===== config.mk =====
export PLATFORM = sky130hd
export DESIGN_NAME = global_chip_register_bank
export DESIGN_NICKNAME = d
export VERILOG_FILES = /design/src/chip_regs_pkg.sv /design/src/global_chip_register_bank.sv
export VERILOG_INCLUDE_DIRS = /design/src
export SDC_FILE = /design/constraint.sdc
export NUM_CORES = 1
export LEC_CHECK = 0
export BUFFER_PORTS_ARGS = -buffer_cell sky130_fd_sc_hd__buf_2
export CORE_MARGIN = 5
export CORE_UTILIZATION = 45
export DETAILED_ROUTE_END_ITERATION = 16
export GPL_TIMING_DRIVEN = 0
export PLACE_DENSITY = 0.74
export SYNTH_ARGS = -nofsm -noshare
export SYNTH_HDL_FRONTEND = slang
export SYNTH_SLANG_ARGS = --single-unit
export TNS_END_PERCENT = 1

===== constraint.sdc =====
create_clock -name clk -period 3.35 [get_ports clk]
set_clock_uncertainty 0.2 [all_clocks]
set_input_delay 0.335 -clock clk [delete_from_list [all_inputs] [get_ports clk]]
set_output_delay 0.335 -clock clk [all_outputs]
set_load 0.005 [all_outputs]

===== src/chip_regs_cfg.svh =====
// Offsets, field layout, reset values and sizes of the chip-level register bank
`ifndef CHIP_REGS_CFG_SVH
`define CHIP_REGS_CFG_SVH

// ****************************************************************
// Register indices (byte address is four times the index)
// ****************************************************************
`define IDX_TX_RED_LO      8'h00
`define IDX_RX_RED_LO      8'h08
`define IDX_IRQ_EN_LO      8'h60
`define IDX_IRQ_ST_LO      8'h61
`define IDX_IRQ_CLR_LO     8'h62
`define IDX_PART_NUM       8'h6E
`define IDX_REVISION       8'h6F
`define IDX_TX_RED_HI      8'h80
`define IDX_RX_RED_HI      8'h88
`define IDX_IRQ_EN_HI      8'hE0
`define IDX_IRQ_ST_HI      8'hE1
`define IDX_IRQ_CLR_HI     8'hE2

// ****************************************************************
// Field layout and sizes
// ****************************************************************
`define ADDR_W             10
`define IDX_W              8
`define IDX_LSB            2
`define REG_W              8
`define GROUP_CHANS        6
`define NUM_CHANS          12
`define FIELD_MASK         8'h3F
`define LOW_BYTE_MSB       7
`define REG_RESET          8'h00
`define CHAN_RESET         6'h00
`define WORD_ZERO          32'h0000_0000
`define ALIGN_ZERO         2'h0

// Arbitrary identification values
`define PART_NUM_DEFAULT   8'h5A
`define REVISION_DEFAULT   8'h01

`endif


===== src/chip_regs_pkg.sv =====
// Types shared by the chip-level register bank
package chip_regs_pkg;

   typedef struct packed {
      logic        psel;
      logic        penable;
      logic        pwrite;
      logic [9:0]  paddr;
      logic [31:0] pwdata;
      logic [3:0]  pstrb;
   } apb_req_type;

   typedef struct packed {
      logic [31:0] prdata;
      logic        pready;
      logic        pslverr;
   } apb_rsp_type;

   typedef struct packed {
      logic [11:0] pos;
      logic [11:0] neg;
      logic [11:0] oe;
   } line_drive_type;

   typedef enum logic [1:0] {
      PH_IDLE   = 2'b01,
      PH_ACCESS = 2'b10
   } apb_phase_type;

endpackage


===== src/global_chip_register_bank.sv =====
// Chip-level register bank: driver enables, redundancy control, channel interrupts, ID
`timescale 1ns/1ps
`default_nettype none
`include "chip_regs_cfg.svh"

// How it works
// Transmit-redundancy registers read/write at index 0x00 and 0x80.
// Receive-redundancy registers read/write at index 0x08 and 0x88.
// Channel interrupt enable registers read/write at index 0x60 and 0xE0.
// Channel interrupt status registers read-only at index 0x61 and 0xE1.
// Part number at 0x6E and revision at 0x6F are fixed and unwritable.
// Index 0x00 bits 0-5 switch drivers of channels 0-5; bits 7,6 reserved.
// Index 0x08 bits 0-5 switch drivers of channels 6-11; bits 7,6 reserved.
// A driver-on bit of one enables that channel's line output pair.
// A driver-on bit of zero releases both line outputs to high impedance.
// Driver runs only while master enable pin is high AND the bit is set.
// Cleared channel interrupt enable blocks that channel from the interrupt output.
// Reserved bits read zero and ignore writes.
module global_chip_register_bank
   import chip_regs_pkg::*;
#(
   parameter logic [7:0] PART_NUM = `PART_NUM_DEFAULT,
   parameter logic [7:0] REVISION = `REVISION_DEFAULT,
   parameter int         NCH      = `NUM_CHANS
) (
   input  wire logic           clk,
   input  wire logic           nrst,
   input  wire apb_req_type    apb_req,
   output var  apb_rsp_type    apb_rsp,
   input  wire logic           master_drv_en_pin,
   input  wire logic [11:0]    chan_event,
   input  wire logic [11:0]    tx_pos_data,
   input  wire logic [11:0]    tx_neg_data,
   output var  line_drive_type line_drv,
   output var  logic           irq
);

   // ****************************************************************
   // Reset release
   // ****************************************************************
   logic rst_meta_r;
   logic rst_n_r;

   always_ff @(posedge clk or negedge nrst) begin
      if (!nrst) begin
         rst_meta_r <= 1'b0;
         rst_n_r    <= 1'b0;
      end else begin
         rst_meta_r <= 1'b1;
         rst_n_r    <= rst_meta_r;
      end
   end

   // ****************************************************************
   // Address decode
   // ****************************************************************
   function automatic logic idx_hit(input logic [`IDX_W-1:0] idx,
                                    input logic [`IDX_W-1:0] code);
      idx_hit = (idx == code);
   endfunction

   wire logic [`IDX_W-1:0] req_idx;
   wire logic              req_aligned;
   wire logic              sel_tx_lo;
   wire logic              sel_rx_lo;
   wire logic              sel_tx_hi;
   wire logic              sel_rx_hi;
   wire logic              sel_ie_lo;
   wire logic              sel_ie_hi;
   wire logic              sel_is_lo;
   wire logic              sel_is_hi;
   wire logic              sel_ic_lo;
   wire logic              sel_ic_hi;
   wire logic              sel_pn;
   wire logic              sel_rev;
   wire logic              mapped;

   assign req_idx     = apb_req.paddr[`ADDR_W-1:`IDX_LSB];
   assign req_aligned = (apb_req.paddr[`IDX_LSB-1:0] == `ALIGN_ZERO);
   assign sel_tx_lo   = req_aligned & idx_hit(req_idx, `IDX_TX_RED_LO);
   assign sel_rx_lo   = req_aligned & idx_hit(req_idx, `IDX_RX_RED_LO);
   assign sel_tx_hi   = req_aligned & idx_hit(req_idx, `IDX_TX_RED_HI);
   assign sel_rx_hi   = req_aligned & idx_hit(req_idx, `IDX_RX_RED_HI);
   assign sel_ie_lo   = req_aligned & idx_hit(req_idx, `IDX_IRQ_EN_LO);
   assign sel_ie_hi   = req_aligned & idx_hit(req_idx, `IDX_IRQ_EN_HI);
   assign sel_is_lo   = req_aligned & idx_hit(req_idx, `IDX_IRQ_ST_LO);
   assign sel_is_hi   = req_aligned & idx_hit(req_idx, `IDX_IRQ_ST_HI);
   assign sel_ic_lo   = req_aligned & idx_hit(req_idx, `IDX_IRQ_CLR_LO);
   assign sel_ic_hi   = req_aligned & idx_hit(req_idx, `IDX_IRQ_CLR_HI);
   assign sel_pn      = req_aligned & idx_hit(req_idx, `IDX_PART_NUM);
   assign sel_rev     = req_aligned & idx_hit(req_idx, `IDX_REVISION);
   assign mapped      = sel_tx_lo | sel_rx_lo | sel_tx_hi | sel_rx_hi
                      | sel_ie_lo | sel_ie_hi | sel_is_lo | sel_is_hi
                      | sel_ic_lo | sel_ic_hi | sel_pn | sel_rev;

   // ****************************************************************
   // Bus phase tracking
   // ****************************************************************
   apb_phase_type phase_r;
   apb_phase_type phase_nxt;
   apb_rsp_type   rsp_r;

   wire logic setup_cyc;
   wire logic access_fire;
   wire logic wr_fire;

   assign setup_cyc   = apb_req.psel & ~apb_req.penable;
   // Completion counts only in the access phase, never on a stale ready
   assign access_fire = (phase_r == PH_ACCESS) & apb_req.psel & apb_req.penable
                      & rsp_r.pready;
   // Only byte lane 0 carries register bits
   assign wr_fire     = access_fire & apb_req.pwrite & apb_req.pstrb[0] & mapped;

   // One-hot phase; an illegal code falls back to idle
   always_comb begin
      phase_nxt = phase_r;
      unique case (phase_r)
         PH_IDLE: begin
            if (setup_cyc) begin
               phase_nxt = PH_ACCESS;
            end
         end
         PH_ACCESS: begin
            if (access_fire) begin
               phase_nxt = PH_IDLE;
            end
         end
         default: begin
            phase_nxt = PH_IDLE;
         end
      endcase
   end

   always_ff @(posedge clk or negedge rst_n_r) begin
      if (!rst_n_r) begin
         phase_r <= PH_IDLE;
      end else begin
         phase_r <= phase_nxt;
      end
   end

   // ****************************************************************
   // Control registers
   // ****************************************************************
   logic [`GROUP_CHANS-1:0] tx_redundancy_ctrl_lo_r;
   logic [`GROUP_CHANS-1:0] rx_redundancy_ctrl_lo_r;
   logic [`GROUP_CHANS-1:0] tx_redundancy_ctrl_hi_r;
   logic [`GROUP_CHANS-1:0] rx_redundancy_ctrl_hi_r;
   logic [NCH-1:0]          chan_irq_enable_r;
   logic [NCH-1:0]          chan_irq_status_r;

   wire logic [`GROUP_CHANS-1:0] wr_field;
   wire logic [NCH-1:0]          clr_mask;

   // Bits 7 and 6 are never stored, so writes to them are dropped
   assign wr_field = apb_req.pwdata[`GROUP_CHANS-1:0];
   // Write-only clear: a one clears that channel, a zero leaves it
   assign clr_mask = {(wr_fire & sel_ic_hi) ? wr_field : `CHAN_RESET,
                      (wr_fire & sel_ic_lo) ? wr_field : `CHAN_RESET};

   always_ff @(posedge clk or negedge rst_n_r) begin
      if (!rst_n_r) begin
         tx_redundancy_ctrl_lo_r <= `CHAN_RESET;
         rx_redundancy_ctrl_lo_r <= `CHAN_RESET;
         tx_redundancy_ctrl_hi_r <= `CHAN_RESET;
         rx_redundancy_ctrl_hi_r <= `CHAN_RESET;
      end else if (wr_fire) begin
         if (sel_tx_lo) begin
            tx_redundancy_ctrl_lo_r <= wr_field;
         end
         if (sel_tx_hi) begin
            tx_redundancy_ctrl_hi_r <= wr_field;
         end
         if (sel_rx_lo) begin
            rx_redundancy_ctrl_lo_r <= wr_field;
         end
         if (sel_rx_hi) begin
            rx_redundancy_ctrl_hi_r <= wr_field;
         end
      end
   end

   always_ff @(posedge clk or negedge rst_n_r) begin
      if (!rst_n_r) begin
         chan_irq_enable_r <= {NCH{1'b0}};
      end else if (wr_fire & sel_ie_lo) begin
         chan_irq_enable_r[`GROUP_CHANS-1:0] <= wr_field;
      end else if (wr_fire & sel_ie_hi) begin
         chan_irq_enable_r[NCH-1:`GROUP_CHANS] <= wr_field;
      end
   end

   // ****************************************************************
   // Sticky channel interrupt status
   // ****************************************************************
   // Status is never written through the bus; only the clear register lowers it
   genvar ch;
   wire logic [NCH-1:0] status_nxt;

   generate
      for (ch = 0; ch < NCH; ch++) begin : g_status
         // Set beats a clear in the same cycle so no event is lost
         assign status_nxt[ch] = chan_event[ch] | (chan_irq_status_r[ch] & ~clr_mask[ch]);
      end
   endgenerate

   always_ff @(posedge clk or negedge rst_n_r) begin
      if (!rst_n_r) begin
         chan_irq_status_r <= {NCH{1'b0}};
      end else begin
         chan_irq_status_r <= status_nxt;
      end
   end

   logic irq_r;
   wire logic [NCH-1:0] irq_pending;

   assign irq_pending = chan_irq_status_r & chan_irq_enable_r;

   always_ff @(posedge clk or negedge rst_n_r) begin
      if (!rst_n_r) begin
         irq_r <= 1'b0;
      end else begin
         irq_r <= |irq_pending;
      end
   end

   // ****************************************************************
   // Master driver enable pin
   // ****************************************************************
   logic pin_s1_r;
   logic pin_s2_r;
   logic pin_s3_r;
   logic drv_en_r;

   always_ff @(posedge clk or negedge rst_n_r) begin
      if (!rst_n_r) begin
         pin_s1_r <= 1'b0;
         pin_s2_r <= 1'b0;
         pin_s3_r <= 1'b0;
         drv_en_r <= 1'b0;
      end else begin
         pin_s1_r <= master_drv_en_pin;
         pin_s2_r <= pin_s1_r;
         pin_s3_r <= pin_s2_r;
         // Change accepted only once two stages agree, rejects single-cycle glitches
         if (pin_s2_r == pin_s3_r) begin
            drv_en_r <= pin_s2_r;
         end
      end
   end

   // ****************************************************************
   // Line drivers
   // ****************************************************************
   wire logic [NCH-1:0] driver_on;
   wire logic [NCH-1:0] drive_ok;
   wire line_drive_type line_nxt;
   line_drive_type      line_r;

   // Upper group follows the register at index 0x08, as its bit table lays out
   // Registers at 0x80 and 0x88 are storage only; they steer no driver
   assign driver_on = {rx_redundancy_ctrl_lo_r, tx_redundancy_ctrl_lo_r};
   assign drive_ok  = driver_on & {NCH{drv_en_r}};

   generate
      for (ch = 0; ch < NCH; ch++) begin : g_line
         // Off: both pins released together, data parked low
         assign line_nxt.oe[ch]  = drive_ok[ch];
         assign line_nxt.pos[ch] = drive_ok[ch] & tx_pos_data[ch];
         assign line_nxt.neg[ch] = drive_ok[ch] & tx_neg_data[ch];
      end
   endgenerate

   // Data registered with its enable so both pins switch together
   always_ff @(posedge clk or negedge rst_n_r) begin
      if (!rst_n_r) begin
         line_r <= '0;
      end else begin
         line_r <= line_nxt;
      end
   end

   // ****************************************************************
   // Read data and bus answer
   // ****************************************************************
   function automatic logic [`REG_W-1:0] pad_field(input logic [`GROUP_CHANS-1:0] field);
      pad_field = {{(`REG_W-`GROUP_CHANS){1'b0}}, field};
   endfunction

   wire logic [`REG_W-1:0] rd_byte;
   wire logic [31:0]       rd_word;
   wire logic [`REG_W-1:0] tx_lo_rd;
   wire logic [`REG_W-1:0] rx_lo_rd;
   wire logic [`REG_W-1:0] tx_hi_rd;
   wire logic [`REG_W-1:0] rx_hi_rd;
   wire logic [`REG_W-1:0] ie_lo_rd;
   wire logic [`REG_W-1:0] ie_hi_rd;
   wire logic [`REG_W-1:0] is_lo_rd;
   wire logic [`REG_W-1:0] is_hi_rd;

   // Reserved bits 7,6 come back as zero
   assign tx_lo_rd = pad_field(tx_redundancy_ctrl_lo_r);
   assign rx_lo_rd = pad_field(rx_redundancy_ctrl_lo_r);
   assign tx_hi_rd = pad_field(tx_redundancy_ctrl_hi_r);
   assign rx_hi_rd = pad_field(rx_redundancy_ctrl_hi_r);
   assign ie_lo_rd = pad_field(chan_irq_enable_r[`GROUP_CHANS-1:0]);
   assign ie_hi_rd = pad_field(chan_irq_enable_r[NCH-1:`GROUP_CHANS]);
   assign is_lo_rd = pad_field(chan_irq_status_r[`GROUP_CHANS-1:0]);
   assign is_hi_rd = pad_field(chan_irq_status_r[NCH-1:`GROUP_CHANS]);
   // Clear registers hold no state and read back zero
   assign rd_byte = ({`REG_W{sel_tx_lo}} & tx_lo_rd)
                  | ({`REG_W{sel_rx_lo}} & rx_lo_rd)
                  | ({`REG_W{sel_tx_hi}} & tx_hi_rd)
                  | ({`REG_W{sel_rx_hi}} & rx_hi_rd)
                  | ({`REG_W{sel_ie_lo}} & ie_lo_rd)
                  | ({`REG_W{sel_ie_hi}} & ie_hi_rd)
                  | ({`REG_W{sel_is_lo}} & is_lo_rd)
                  | ({`REG_W{sel_is_hi}} & is_hi_rd)
                  | ({`REG_W{sel_pn}}    & PART_NUM)
                  | ({`REG_W{sel_rev}}   & REVISION);
   assign rd_word = 32'(rd_byte);

   // Answer arrives in the first access cycle; read data is a snapshot at setup
   always_ff @(posedge clk or negedge rst_n_r) begin
      if (!rst_n_r) begin
         rsp_r <= '0;
      end else if (setup_cyc) begin
         rsp_r.pready  <= 1'b1;
         rsp_r.pslverr <= ~mapped;
         rsp_r.prdata  <= (apb_req.pwrite | ~mapped) ? `WORD_ZERO : rd_word;
      end else if (access_fire) begin
         rsp_r <= '0;
      end
   end

   assign apb_rsp  = rsp_r;
   assign line_drv = line_r;
   assign irq      = irq_r;

endmodule
`default_nettype wire


==> results by group <==
Outcome
  – Status: finished clean

Placement
  – Port Buf Inserts: 102
  – Placed Area: 5219 um2
  – Placer Congestion: 0.8188
  – Dpl hpwl: 7727 um
  – Place WS: around 0.94 ns

Clock tree
  – # clock sinks: between 100 and 150
  – CTS tree: built
  – Clock-pin slew on the worst setup and hold paths: 0.10 ns
  – Post-cts gate resize count: 0
  – CTS root buffer: clkbuf_8
  – Clock Latency Late Sink: 0.37 ns
  – # Post-CTS Setup Buffers: 0
  – Clk buf depth: 2
  – Total clock buffers created by CTS: 9
  – H-tree depth: 3

Logic synthesis
  – Synthesis Warnings: 0
  – Seq/Total Area, Yosys: 0.5777
  – Yosys top cell area share: 0.5718
  – Async set-reset flop share out of synthesis: 1.000
  – Post-synth top area cell: dfrtp_1
  – EDFF count, synth: 0
  – Synth top area cells: dfrtp_1, mux2_2, buf_4, mux2i_1, and3_1
  – Distinct cells, synth: 47
  – Syn Inst Count: roughly 340
  – Top-count cell post-synth: dfrtp_1
  – Mapped cell area: between 4000 and 5000 um2
  – Ys flop type: dfrtp_1
  – Syn_area_per_cell: ~13 um2
  – Seq cells post-synth: between 100 and 150
  – Top cells by count, synth: dfrtp_1, mux2_2, buf_4, and3_1, nand2_1

Route
  – # DRC: 0
  – Iter 0 DRT Violations: approximately 180
  – Routed vias: between 3000 and 4000
  – Wire length per cell: between 15 and 20 um
  – Routed Antenna Nets: 0
  – Drt first pass iters: 4
  – Vias per cell: just over 5
  – Routed wire length: between 10000 and 15000 um

STA
  – Final worst setup slack: 0.9209 ns
  – RSZ-0062 raised after global routing: false
  – Tcrit/Tclk final: 0.7251
  – Worst rel slew slack: 0.4933
  – Final Hold Vio Count: 0
  – Slew Limit Fails: 0
  – Maximum clock rate: a little over 400 MHz
  – Worst slew pin tran: between 0.7 and 0.8 ns
  – Final setup viols: 0
  – Final Critical Period: about 2.4 ns

Worst setup path
  – Launch point of the worst reg-to-reg path: phase_r[0]
  – Flop2flop setup slack: 1.02 ns
  – RR Endpoint: tx_redundancy_ctrl_lo_r[5]
  – Max incr delay on CP: approximately 0.52 ns
  – Worst setup path category: primary input to flip-flop
  – Worst Setup Start Kind: primary input
  – CP Data Arrival Time: 2.49 ns
  – CP Max Fanout: 6
  – R2R depth: 5
  – Worst path cell trace: dlygate4sd3_1 -> buf_2 -> nand3_1 -> or2_1 -> nor3_2 -> nand4_1 -> mux2_2
  – Required time of the critical path: roughly 3.4 ns
  – Worst setup EP type: flip-flop
  – CP max-delay cell: dlygate4sd3_1

GRT
  – Global Route met2 Usage: 0.3197
  – Met3 Usage GRT: 0.04263
  – Global-route wire length before repair: approximately 17000 um
  – Vias in the first global route: 3418
  – GRT Util Overall: 0.1904
  – GRT busiest layer: met2
  – Met1 GRT Util: 0.2337
  – Initial antenna violation count: 0
  – Total grt overflow: 0
  – Largest net degree at the start of global routing: slightly below 70

Die
  – Die height: around 110 um
  – Io pins: 159
  – Starting Density: 0.4565
  – Die X: about 110 um
  – Die area: ~12000 um2
  – Core ar.: between 9000 and 10000 um2
  – Cell row count: 36

Finish
  – Final net count: 590
  – Multi-input logic area: roughly 1700 um2
  – Filler instances: between 800 and 900
  – Cell area after layout: around 5700 um2
  – Layout area overhead: 29.27%
  – Layout cell share with drive strength beyond 1: 0.3925
  – Register area: approximately 2600 um2
  – Antenna Cells: 0

Power and ir drop
  – Comb pwr share: 0.081
  – Clock power frac: 0.363
  – P_leak: 3.013 nW
  – Cell internal pwr: 1.721 mW
  – Max VDD drop: approximately 190 uV
  – Sequential power share: 0.556
  – PnR Total Power: 2.251 mW
  – Switching share of power: 0.2354
  – NetSw: 0.5300 mW
  – Pwr dens: 394.0 nW/um2

Worst hold path
  – Worst hold stages: 2
  – Worst Hold Launch: tx_neg_data[4]
  – Tightest Hold Check Type: primary input to flip-flop
  – Hold endpoint: line_drv[16]

Job
  – # Max-Cap Violations: 0
==> worst max-delay path, delay by kind of cell <==
family,cells,cell delay [ns]
buffers and inverters,2,0.65
muxes,1,0.42
and+or+nand+nor,4,1.09
==> final cells by class <==
type | count | share of cell area
Clock inverter | 5 | 0.01117
Sequential cell | 102 | 0.4476
Inverter | 3 | 0.001971
Buffer | 34 | 0.03985
Tap cell | 133 | 0.02912
Timing Repair Buffer | 131 | 0.1432
Clock buffer | 11 | 0.02649
Multi-Input combinational cell | 221 | 0.3006
==> routing by layer <==
metal,vias up,part of all wire
met5,-,0
met4,0,0.028
met3,27,0.060
met2,117,0.50
met1,1594,0.41
li1,1507,-
==> metrics by stage <==
stage | hold slack [ns] | util | TNS (ns) | instances
final | 0.01335 | 0.5901 | 0 | 640
after global routing | 0.002338 | 0.5901 | 0 | 640
after CTS | 0.0005286 | 0.5901 | 0 | 640
after detailed placement | -0.07839 | 0.5389 | 0 | 596
after global placement | -0.08023 | 0.5357 | -80.20 | 595
after floorplan | -0.1606 | - | 0 | 360
==> power groups by stage <==
| stage | Combinational [mW] | Sequential (mW) | Clock, mW |
|---|---|---|---|
| after global placement | 0.132 | 1.29 | 0 |
| final | 0.183 | 1.25 | 0.816 |
| after CTS | 0.182 | 1.25 | 0.841 |
| after floorplan | 0.0719 | 1.29 | 0 |
| after detailed placement | 0.156 | 1.28 | 0 |
| after global routing | 0.203 | 1.26 | 0.888 |
==> layout by cell type (no fill, tap or decap), types with 4 or more instances in the layout <==
master / Yosys / layout
nand3_1: 6 / 6
conb_1: 2 / 26
o211ai_1: 5 / 5
clkbuf_1: 6 / 6
mux2_2: 38 / 38
clkbuf_8: 0 / 11
buf_4: 26 / 26
and2_1: 13 / 13
dlygate4sd3_1: 0 / 28
dfrtp_1: 101 / 100
nand2_1: 20 / 20
a22o_1: 9 / 9
mux2i_1: 16 / 16
nand4b_1: 4 / 4
a21o_1: 12 / 12
and3_1: 25 / 25
buf_2: 2 / 104
==> worst max-delay path by stage <==
stage               slack (ns)   startpoint                         end  cells past startpoint
floorplan                 0.10      rst_n_r                  apb_rsp[0]                      0
global placement         -0.82      rst_n_r                  phase_r[1]                      0
detailed placement        0.94  apb_req[42]        chan_irq_status_r[3]                      7
CTS                       0.96  apb_req[47]  tx_redundancy_ctrl_lo_r[5]                      7
global route              0.82  apb_req[47]  tx_redundancy_ctrl_lo_r[1]                      7
finish                    0.92  apb_req[47]  tx_redundancy_ctrl_lo_r[5]                      7
==> kinds of logic (layout without fill, tap and decap cells) <==
logic type / after synthesis / count (layout) / synth area share
multiplexers: 57 / 57 / 0.1483
AO/OA/AOI/OAI: 43 / 43 / 0.07785
flip-flops: 102 / 102 / 0.5777
other: 2 / 26 / 0.001699
AND/OR/NAND/NOR: 94 / 94 / 0.1381
buffers and inverters: 37 / 184 / 0.05406
adder cells (fa/ha/maj): 1 / 1 / 0.002264
==> flip-flops by register name, indices dropped and copies added (netlist names), 2 cells and up <==
| register | cells |
|---|---|
| apb_rsp | 9 |
| chan_irq_enable_r | 12 |
| phase_r | 2 |
| rx_redundancy_ctrl_hi_r | 6 |
| line_drv | 36 |
| tx_redundancy_ctrl_hi_r | 6 |
| rx_redundancy_ctrl_lo_r | 6 |
| chan_irq_status_r | 12 |
| tx_redundancy_ctrl_lo_r | 6 |
==> timing repair <==
action / in CTS / in global routing
hold endpoints to repair: 29 / 0
endpoints found under the setup margin: 0 / 0
hold buffers: 28 / 0
(Power assumes the default switching activity.)
